$ cat src/uihc_pkg.sv
package uihc_pkg;
  // register offsets (byte port, own map)
  localparam logic [3:0] ADDR_INPUT_CHANGE_STATUS = 4'h0;
  localparam logic [3:0] ADDR_AUX_CONTROL = 4'h1;
  localparam logic [3:0] ADDR_IRQ_STATUS = 4'h2;
  localparam logic [3:0] ADDR_IRQ_MASK = 4'h3;
  localparam logic [3:0] ADDR_BAUD_PRELOAD_HIGH = 4'h4;
  localparam logic [3:0] ADDR_BAUD_PRELOAD_LOW = 4'h5;
  localparam logic [3:0] ADDR_IRQ_VECTOR = 4'h6;
  localparam logic [3:0] ADDR_INPUT_PORT_LEVEL = 4'h7;
  localparam logic [3:0] ADDR_OUTPUT_PORT_SET = 4'h8;
  localparam logic [3:0] ADDR_OUTPUT_PORT_CLEAR = 4'h9;
  localparam logic [3:0] ADDR_BREAK_CMD = 4'ha;
  // field positions
  localparam int BIT_COS = 7;
  localparam int BIT_DB = 2;
  localparam int BIT_RX = 1;
  localparam int BIT_TX = 0;
  localparam int BIT_CHG_COS = 4;
  localparam int BIT_IEC = 0;
  localparam int BIT_RTS = 0;
  localparam int BIT_RX_SEL = 6;
  // reset values
  localparam logic [7:0] RST_IRQ_VECTOR = 8'h0f;
  localparam logic [7:0] RST_CHANGE_FIXED = 8'h0e;
  localparam logic [15:0] RST_BAUD_PRELOAD = 16'h0002;
  localparam logic [15:0] MIN_BAUD_PRELOAD = 16'h0002;
  // timing
  localparam int CLK_MHZ = 50;
  localparam int FILTER_US = 25;
  localparam int FILTER_CYCLES = FILTER_US * CLK_MHZ;
  localparam logic [10:0] FILTER_LAST = 11'(FILTER_CYCLES - 1);
  localparam int STARTUP_SCLK = 2;
  localparam logic [1:0] STARTUP_LAST = 2'(STARTUP_SCLK);

  typedef struct packed {
    logic [3:0] addr;
    logic [7:0] wdata;
    logic wr;
    logic rd;
  } uihc_bus_t;

  typedef struct packed {
    logic rx_char_avail;
    logic rx_queue_full;
    logic tx_hold_empty;
    logic break_edge;
  } uihc_chan_t;
endpackage

$ cat src/uihc_ctrl.sv
// Contract
// - filtered cts edge sets change flag
// - change register read clears both change flags
// - tracking starts two serial clocks after reset
// - enable gates change into status bit 7
// - enable is aux control bit 0
// - interrupt is or of status and mask
// - status reads unmasked
// - reset clears change and break status bits 7 and 2; rx and tx bits follow the channel inputs
// - break start or end sets break flag
// - break reset command clears break flag
// - rx status bit follows mode select
// - tx status bit mirrors holding empty
// - mask holds four source enables
// - 16-bit write-only preload, minimum 2 (not enforced: writes below 2 pass to O_BAUD_PRELOAD unchanged)
// - vector register resets to 0f
// - input port reads current cts level
// - set address writes one assert rts
// - clear address writes one negate rts
// - rts pin driven inverted
`timescale 1ns/10ps
`default_nettype none
module uihc_ctrl (
  input wire logic I_CLOCK,
  input wire logic I_RST_B,
  input wire logic I_SCLK_EN,
  input wire uihc_pkg::uihc_bus_t I_BUS,
  input wire uihc_pkg::uihc_chan_t I_CHAN,
  input wire logic I_RX_SEL_FULL,
  input wire logic I_CTS_B,
  output logic [7:0] O_RDATA,
  output logic O_IRQ,
  output logic O_RTS_B,
  output logic [7:0] O_VECTOR,
  output logic [15:0] O_BAUD_PRELOAD,
  output logic [1:0] O_TIMER_SEL
);
  import uihc_pkg::*;

  typedef enum logic [1:0] {ST_WAIT, ST_RUN} uihc_state_t;

  logic cts_meta, cts_sync, cts_filt, cts_state;
  logic [10:0] filt_cnt;
  logic [1:0] start_cnt;
  uihc_state_t state;
  logic chg_cos, cos_stat, db_stat, rts;
  logic [7:0] aux, mask, vec, baud_hi, baud_lo;
  logic brk_d;

  wire wr = I_BUS.wr;
  wire rd = I_BUS.rd;
  wire [3:0] a = I_BUS.addr;
  wire [7:0] wd = I_BUS.wdata;
  wire rd_change = rd && (a == ADDR_INPUT_CHANGE_STATUS);
  wire running = (state == ST_RUN);
  wire cts_level = cts_state;
  wire filt_edge = (cts_sync != cts_filt) && (filt_cnt == FILTER_LAST);
  wire first_track = (state == ST_WAIT) && I_SCLK_EN && (start_cnt == STARTUP_LAST - 2'h1);
  wire cos_event = (running && filt_edge) || (first_track && !cts_filt);
  wire iec = aux[BIT_IEC];
  wire brk_event = I_CHAN.break_edge ^ brk_d;
  wire brk_clear = wr && (a == ADDR_BREAK_CMD);
  wire rx_stat = I_RX_SEL_FULL ? I_CHAN.rx_queue_full : I_CHAN.rx_char_avail;
  wire [7:0] status = {cos_stat, 4'h0, db_stat, rx_stat, I_CHAN.tx_hold_empty};
  wire [7:0] change_reg = {3'h0, chg_cos, 3'h7, cts_level};
  wire [7:0] mask_eff = mask & 8'h87;
  wire next_irq = |(status & mask_eff);
  logic [7:0] next_rdata;
  always_comb begin
    unique case (a)
      ADDR_INPUT_CHANGE_STATUS: next_rdata = change_reg;
      ADDR_AUX_CONTROL: next_rdata = aux;
      ADDR_IRQ_STATUS: next_rdata = status;
      ADDR_IRQ_MASK: next_rdata = mask;
      ADDR_IRQ_VECTOR: next_rdata = vec;
      ADDR_INPUT_PORT_LEVEL: next_rdata = {7'h0, cts_level};
      default: next_rdata = 8'h00;
    endcase
  end

  always_ff @(posedge I_CLOCK or negedge I_RST_B) begin
    if (!I_RST_B) begin
      cts_meta <= 1'b1;
      cts_sync <= 1'b1;
    end else begin
      cts_meta <= I_CTS_B;
      cts_sync <= cts_meta;
    end
  end

  always_ff @(posedge I_CLOCK or negedge I_RST_B) begin
    if (!I_RST_B) begin
      cts_filt <= 1'b1;
      filt_cnt <= 11'h000;
    end else if (cts_sync == cts_filt) begin
      filt_cnt <= 11'h000;
    end else if (filt_cnt == FILTER_LAST) begin
      cts_filt <= cts_sync;
      filt_cnt <= 11'h000;
    end else begin
      filt_cnt <= filt_cnt + 11'h001;
    end
  end

  always_ff @(posedge I_CLOCK or negedge I_RST_B) begin
    if (!I_RST_B) begin
      state <= ST_WAIT;
      start_cnt <= 2'h0;
      cts_state <= 1'b1;
    end else begin
      unique case (state)
        ST_WAIT: if (I_SCLK_EN) begin
          start_cnt <= start_cnt + 2'h1;
          if (first_track) begin
            state <= ST_RUN;
            cts_state <= cts_filt;
          end
        end
        ST_RUN: cts_state <= filt_edge ? cts_sync : cts_filt;
        default: state <= ST_WAIT;
      endcase
    end
  end

  always_ff @(posedge I_CLOCK or negedge I_RST_B) begin
    if (!I_RST_B) begin
      chg_cos <= 1'b0;
      cos_stat <= 1'b0;
      db_stat <= 1'b0;
      brk_d <= 1'b0;
    end else begin
      brk_d <= I_CHAN.break_edge;
      chg_cos <= cos_event | (chg_cos & ~rd_change);
      cos_stat <= (cos_event & iec) | (cos_stat & ~rd_change);
      db_stat <= brk_event | (db_stat & ~brk_clear);
    end
  end

  always_ff @(posedge I_CLOCK or negedge I_RST_B) begin
    if (!I_RST_B) begin
      aux <= 8'h00;
      mask <= 8'h00;
      vec <= RST_IRQ_VECTOR;
      baud_hi <= RST_BAUD_PRELOAD[15:8];
      baud_lo <= RST_BAUD_PRELOAD[7:0];
      rts <= 1'b0;
    end else if (wr) begin
      if (a == ADDR_AUX_CONTROL) aux <= wd;
      if (a == ADDR_IRQ_MASK) mask <= wd;
      if (a == ADDR_IRQ_VECTOR) vec <= wd;
      if (a == ADDR_BAUD_PRELOAD_HIGH) baud_hi <= wd;
      if (a == ADDR_BAUD_PRELOAD_LOW) baud_lo <= wd;
      if (a == ADDR_OUTPUT_PORT_SET && wd[BIT_RTS]) rts <= 1'b1;
      if (a == ADDR_OUTPUT_PORT_CLEAR && wd[BIT_RTS]) rts <= 1'b0;
    end
  end

  always_ff @(posedge I_CLOCK or negedge I_RST_B) begin
    if (!I_RST_B) begin
      O_RDATA <= 8'h00;
      O_IRQ <= 1'b0;
      O_RTS_B <= 1'b1;
      O_VECTOR <= RST_IRQ_VECTOR;
      O_BAUD_PRELOAD <= RST_BAUD_PRELOAD;
      O_TIMER_SEL <= 2'h0;
    end else begin
      O_RDATA <= rd ? next_rdata : 8'h00;
      O_IRQ <= next_irq;
      O_RTS_B <= ~rts;
      O_VECTOR <= vec;
      O_BAUD_PRELOAD <= {baud_hi, baud_lo};
      O_TIMER_SEL <= aux[6:5];
    end
  end

  // checks
  cos_sets_a: assert property (@(posedge I_CLOCK) disable iff (!I_RST_B)
    cos_event |=> chg_cos) else $error("change flag not set");
  read_clr_a: assert property (@(posedge I_CLOCK) disable iff (!I_RST_B)
    rd_change && !cos_event |=> !chg_cos && !cos_stat) else $error("read did not clear");
  iec_gate_a: assert property (@(posedge I_CLOCK) disable iff (!I_RST_B)
    !iec && !cos_stat |=> !cos_stat) else $error("status set while disabled");
  irq_out_a: assert property (@(posedge I_CLOCK) disable iff (!I_RST_B)
    ##1 O_IRQ == $past(next_irq)) else $error("irq mismatch");
  stat_read_a: assert property (@(posedge I_CLOCK) disable iff (!I_RST_B)
    rd && a == ADDR_IRQ_STATUS |=> O_RDATA == $past(status)) else $error("status read wrong");
  brk_clr_a: assert property (@(posedge I_CLOCK) disable iff (!I_RST_B)
    brk_clear && !brk_event |=> !db_stat) else $error("break not cleared");
  rts_set_a: assert property (@(posedge I_CLOCK) disable iff (!I_RST_B)
    wr && a == ADDR_OUTPUT_PORT_SET && wd[0] |=> ##1 !O_RTS_B) else $error("rts not asserted");
  rts_clr_a: assert property (@(posedge I_CLOCK) disable iff (!I_RST_B)
    wr && a == ADDR_OUTPUT_PORT_CLEAR && wd[0] |=> ##1 O_RTS_B) else $error("rts not negated");
  filt_hold_a: assert property (@(posedge I_CLOCK) disable iff (!I_RST_B)
    cts_sync == cts_filt |=> filt_cnt == 11'h000) else $error("filter count stuck");
  cos_irq_c: cover property (@(posedge I_CLOCK) disable iff (!I_RST_B) cos_stat && O_IRQ);
  brk_c: cover property (@(posedge I_CLOCK) disable iff (!I_RST_B) db_stat ##1 brk_clear);
  start_c: cover property (@(posedge I_CLOCK) disable iff (!I_RST_B) first_track && !cts_filt);
endmodule
`default_nettype wire

$ cat config.mk
export PLATFORM = sky130hd
export DESIGN_NAME = uihc_ctrl
export DESIGN_NICKNAME = d
export VERILOG_FILES = /design/src/uihc_pkg.sv /design/src/uihc_ctrl.sv
export SDC_FILE = /design/constraint.sdc
export NUM_CORES = 1
export LEC_CHECK = 0
export ABC_AREA = 1
export BUFFER_PORTS_ARGS = -buffer_cell sky130_fd_sc_hd__buf_2
export CORE_MARGIN = 1
export CORE_UTILIZATION = 56
export CTS_CLUSTER_SIZE = 12
export DETAILED_ROUTE_END_ITERATION = 10
export GPL_TIMING_DRIVEN = 1
export PLACE_DENSITY = 0.79
export SLEW_MARGIN = 20
export SYNTH_ARGS = -nofsm -noshare
export SYNTH_HDL_FRONTEND = slang
export SYNTH_SLANG_ARGS = --single-unit
$ cat constraint.sdc
create_clock -name I_CLOCK -period 1.66 [get_ports I_CLOCK]
set_clock_uncertainty 0.1 [all_clocks]
set_input_delay 0.083 -clock I_CLOCK [delete_from_list [all_inputs] [get_ports I_CLOCK]]
set_output_delay 0.083 -clock I_CLOCK [all_outputs]
set_load 0.01 [all_outputs]
* After elaboration in Yosys (flattened, before gate mapping)
Cells that the tools add are included.
** Word-level totals
- Register bits :: 100
- Output and inout bits :: 36
- Word-level logic and storage cells :: 96
** Operators by class
- Add/subtract/negate cells :: 2
- Equality and inequality tests :: 17
- Muxes and demuxes :: 14
- Bitwise logic cells :: 14
- Reduce and logical (&&, ||, !) cells :: 26
** Operator list (number)
- $pmux W8 S6 :: 1
- $mux W11 :: 2
- $eq A4 B3 Y1 const B :: 4
- $reduce_and A2 Y1 :: 8
- $eq A4 B4 Y1 const B :: 3
- $add A11 B1 Y11 const B :: 1
- $eq A11 B11 Y1 const B :: 1
- $logic_and A1 B1 Y1 :: 9
- $and A8 B8 Y8 :: 1
- $eq A4 B2 Y1 const B :: 2
- $mux W8 :: 1
- $reduce_or A8 Y1 :: 1
- $mux W1 :: 6
- $reduce_and A3 Y1 :: 2
- $not A1 Y1 :: 5
- $and A1 B1 Y1 :: 4
- $eq A2 B1 Y1 const B :: 2
- $eq A4 B1 Y1 const B :: 1
- $logic_not A4 Y1 :: 1
- $mux W2 :: 2
- $ne A2 B2 Y1 const B :: 2
- $pmux W2 S2 :: 1
- $reduce_bool A2 Y1 :: 2
- $or A1 B1 Y1 :: 3
- other kinds (8) :: 8

* Depth between registers and ports, before layout
- Depth after elaboration :: 7
- Mapped depth :: 10

* Least setup slack after synthesis
OpenSTA, ideal clock, no wires.
- Path type :: reg-to-reg
- Start point :: register filt_cnt[0]
- End point :: register filt_cnt[6]
- Library setup time :: 0.086 ns
- Arrival time :: 1.199 ns
- Data required time :: 1.474 ns
- Path slack :: 0.275 ns
- Stages on the path, launching flop included :: 7
- Clock period less this slack :: 1.385 ns
- Cells stage by stage :: dfrtp_1 > ha_1 > nand2_1 > nor2_2 > nand3_1 > and2_1 > nor3_1
** Between the ends
- Longest elaborated chain between the ends :: 3
** RTL lines
- start: declaration :: line uihc_ctrl.sv:43 : logic [10:0] filt_cnt;
- start signal: assignment :: line uihc_ctrl.sv:101 : filt_cnt <= filt_cnt + 11'h001;
- $add A11 B1 Y11 or $eq A11 B11 Y1 (tied branches) :: line uihc_ctrl.sv:101, uihc_ctrl.sv:97
- $mux W11 * :: line uihc_ctrl.sv:97 : end else if (filt_cnt == FILTER_LAST) begin
- $mux W11 * :: line uihc_ctrl.sv:95 : end else if (cts_sync == cts_filt) begin
Every way passes the cells marked *; elsewhere a longest branch is shown, timed or not.
A chain may end at the register's enable or synchronous reset.

* Final worst setup path
- Start point :: input I_BUS[12] in the netlist's numbering
- End point :: register rts
** Between the ends
- Longest elaborated chain between the ends :: 4
** RTL lines
- start: declaration :: line uihc_ctrl.sv:27 : input wire uihc_pkg::uihc_bus_t I_BUS,
- $eq A4 B4 Y1, on equally long branches :: line uihc_ctrl.sv:153, uihc_ctrl.sv:154
- $logic_and A1 B1 Y1, on equally long branches :: line uihc_ctrl.sv:153, uihc_ctrl.sv:154
- $reduce_bool A2 Y1 (no source line)
- $reduce_and A2 Y1 (no source line)
- end signal: assignment :: line uihc_ctrl.sv:146 : rts <= 1'b0;
- end signal: assignment :: line uihc_ctrl.sv:153 : if (a == ADDR_OUTPUT_PORT_SET && wd[BIT_RTS]) rts <= 1'b1;
- end signal: assignment :: line uihc_ctrl.sv:154 : if (a == ADDR_OUTPUT_PORT_CLEAR && wd[BIT_RTS]) rts <= 1'b0;
- end: declaration :: line uihc_ctrl.sv:46 : logic chg_cos, cos_stat, db_stat, rts;
Several ways; a longest one is shown, not always the timed one.

==> results.sh <==
export IMPL_status="completed"
export IMPL_max_clock_freq_mhz=632
export IMPL_syn2layout_area_growth_pct=20.0
export IMPL_dr_pass1_iters=4
export IMPL_final_cells=587
export IMPL_synth_top_area_share_pct=52.8
export IMPL_gp_congestion=0.860
export IMPL_drtIter0Drc=239
export IMPL_critical_path_class="in2reg"
export IMPL_nNetsFinal=512
export IMPL_yosys_top_cells_count="96 x nand2_1, 84 x dfrtp_1, 47 x nor2_1"
export IMPL_synth_top_area_cell="dfrtp_1"
export IMPL_grt_max_degree=43
export IMPL_place_hpwl_um=5290
export IMPL_ys_seq_area_share_pct=62.7
export IMPL_cts_tree="done"
export IMPL_placedCellCount=553
export IMPL_synth_main_ff_cell="dfrtp_1"
export IMPL_synth_avg_cell_area_um2=9.92
export IMPL_fin_hold_ws_ps=61.2
export IMPL_clockBufferDepth=2
export IMPL_pin_count=59
export IMPL_clkSinkCount=99
export IMPL_ys_ff_latch=99
export IMPL_vias_per_cell=4.91
export IMPL_start_kind="primary input"
export IMPL_synth_enable_flop_cells=0
export IMPL_end_kind="flop"
export IMPL_dieArea_um2=7450
export IMPL_grt_remaining_overflow=0
export IMPL_final_setup_worst_slack_ps=77.8
export IMPL_postCtsSetupRepairBufs=0
export IMPL_post_drt_wl_per_cell_um=13.0
export IMPL_num_vias=2882
export IMPL_netlist_top_cells_area="dfrtp_1 53%, dfstp_2 9.9%, nand2_1 9.1%"
export IMPL_yosysMostFrequentCell="nand2_1"
export IMPL_worstSkewPairLatency_ps=370
export IMPL_drc=0
export IMPL_synth_area_um2=3980
export IMPL_maxCapViolCount=0
export IMPL_p_per_area_nw_per_um2=1130
export IMPL_hold_path_class="in2async"
export IMPL_max_slew_margin_pct=70.0
export IMPL_grt_setup_unrepaired="false"
export IMPL_fp_dieH_um=86.3
export IMPL_htree_levels=3
export IMPL_core_area_um2=6830
export IMPL_grt_pass1_vias=2795
export IMPL_leakagePower_uw=0.00235
export IMPL_drv_slew=0
export IMPL_path_max_fanout=5
export IMPL_period_minus_slack_ps=1580
export IMPL_crit_arrival_ps=1740
export IMPL_track_usage_pct=22.9
export IMPL_syn_num_nets=427
export IMPL_synthDistinctLibCells=28
export IMPL_wl_um=7650
export IMPL_final_setup_viol_count=0
export IMPL_drive_gt1_share_pct=25.5
export IMPL_grt_pass1_wl_um=12900
export IMPL_tightest_slew_ps=446
export IMPL_period_share_pct=95.3
export IMPL_async_flop_share_pct=100
export IMPL_peakVddDrop_mv=0.563
export IMPL_num_rows=30
export IMPL_place_ws_ps=122
export IMPL_clk_pin_slew_ps=100
export IMPL_finalPower_uw=5410
export IMPL_synth_warnings=0
export IMPL_cts_buffers=9
export IMPL_nFillCells=557
export IMPL_diodes=0
export IMPL_cts_root_buf="clkbuf_8"
export IMPL_syn_inst=401
export IMPL_hold_viol_final=0
export IMPL_numPortBuffers=58
export IMPL_ant_nets=0
export IMPL_cp_data_required_time_ps=1810
export IMPL_start_util_pct=58.2
export IMPL_antenna_found_initial=0
export IMPL_fp_dieW_um=86.3
export IMPL_timing_setup_tns_ps=0
[state kept, by name (all words and copies together), names as in the netlist, 2 cells and up]
signal / count
O_BAUD_PRELOAD: 16
filt_cnt: 11
O_RDATA: 8
O_VECTOR: 8
aux: 8
baud_hi: 8
baud_lo: 8
mask: 8
vec: 8
O_TIMER_SEL: 2
start_cnt: 2
[where the power goes]
part	total [uW]	internal, uW	switching (uW)
sequential	3030	2850	181
clock	1610	731	874
combinational	776	333	443
[placed cells by master, fill, tap and decap left out, types with 2 or more instances in the layout]
master and count:
clkinv_4 2, nand2_4 2, nand4_1 5, buf_4 4, clkbuf_8 9, a21oi_1 18, dlygate4sd3_1 18, o21ai_2 15
xnor2_1 2, o21ai_0 21, nor2_4 5, nor3_1 3, dfstp_2 15, inv_2 3, buf_2 57, nand3_1 16
xor2_1 4, nand2_1 96, dfrtp_1 83, and2_1 2, ha_1 3, o31ai_1 2, inv_1 41, nor2_1 47
nand2_2 4, o211ai_1 2
[worst max-delay path, cell delays in order]
cell           delay, ps
dlygate4sd3_1        540
buf_2                150
nor3_2               150
nand3_1              100
nand2_1               70
o21ai_0               70
dlygate4sd3_1        560
[timing repair]
| item | 4_1_cts | 5_1_grt |
|---|---|---|
| gates resized for setup | 0 | 2 |
| endpoints found under the hold margin | 126 | 0 |
| hold buffers | 18 | 0 |
| setup endpoints to repair | 0 | 6 |
[path summary, 6_finish.rpt]
check	depth (start not counted)	startpoint	end	slack (ps)
max	7	I_BUS[12]	rts	80
min	2	I_RST_B	O_BAUD_PRELOAD[11]	60
max reg2reg	6	filt_cnt[0]	filt_cnt[6]	160
min reg2reg	0	cts_meta	cts_sync	260
max in group asynchronous	3	I_RST_B	cts_level	810
min in group I_CLOCK	3	I_BUS[1]	mask[1]	110
[cell type report]
| class | instances | area [um^2] | share of cell area (%) |
|---|---|---|---|
| flip-flops and latches | 99 | 2500 | 52.3 |
| multi-input cells | 252 | 1260 | 26.5 |
| repair buffers | 80 | 515 | 10.8 |
| inverters | 44 | 165 | 3.46 |
| clock buffers | 10 | 128 | 2.67 |
| well taps | 96 | 120 | 2.52 |
| clock inverters | 6 | 83.8 | 1.76 |
[logic make-up (layout without fill, tap and decap cells)]
family	Yosys count	count (layout)	share of synthesized area, %
XOR/XNOR	6	6	1.32
flip-flops	99	99	62.7
AO/OA/AOI/OAI	59	59	9.09
buffers and inverters	50	140	5.60
adder cells (fa/ha/maj)	3	3	0.943
AND/OR/NAND/NOR	184	184	20.3
[per-stage QoR]
| step | utilization, % | instance area, um^2 |
|---|---|---|
| final | 69.9 | 4770 |
| after global routing | 69.9 | 4770 |
| after CTS | 69.8 | 4770 |
| after detailed placement | 64.1 | 4380 |
| after global placement | 64.1 | 4380 |
| after floorplan | - | 3980 |
[per-layer routing]
metal	vias up	global-route usage, %	share of wire [%]
met5	-	0	0
met4	0	12.1	2.2
met3	15	3.81	3.1
met2	68	34.8	48
met1	1354	32.0	46
li1	1445	-	-
(Power assumes the default switching activity.)
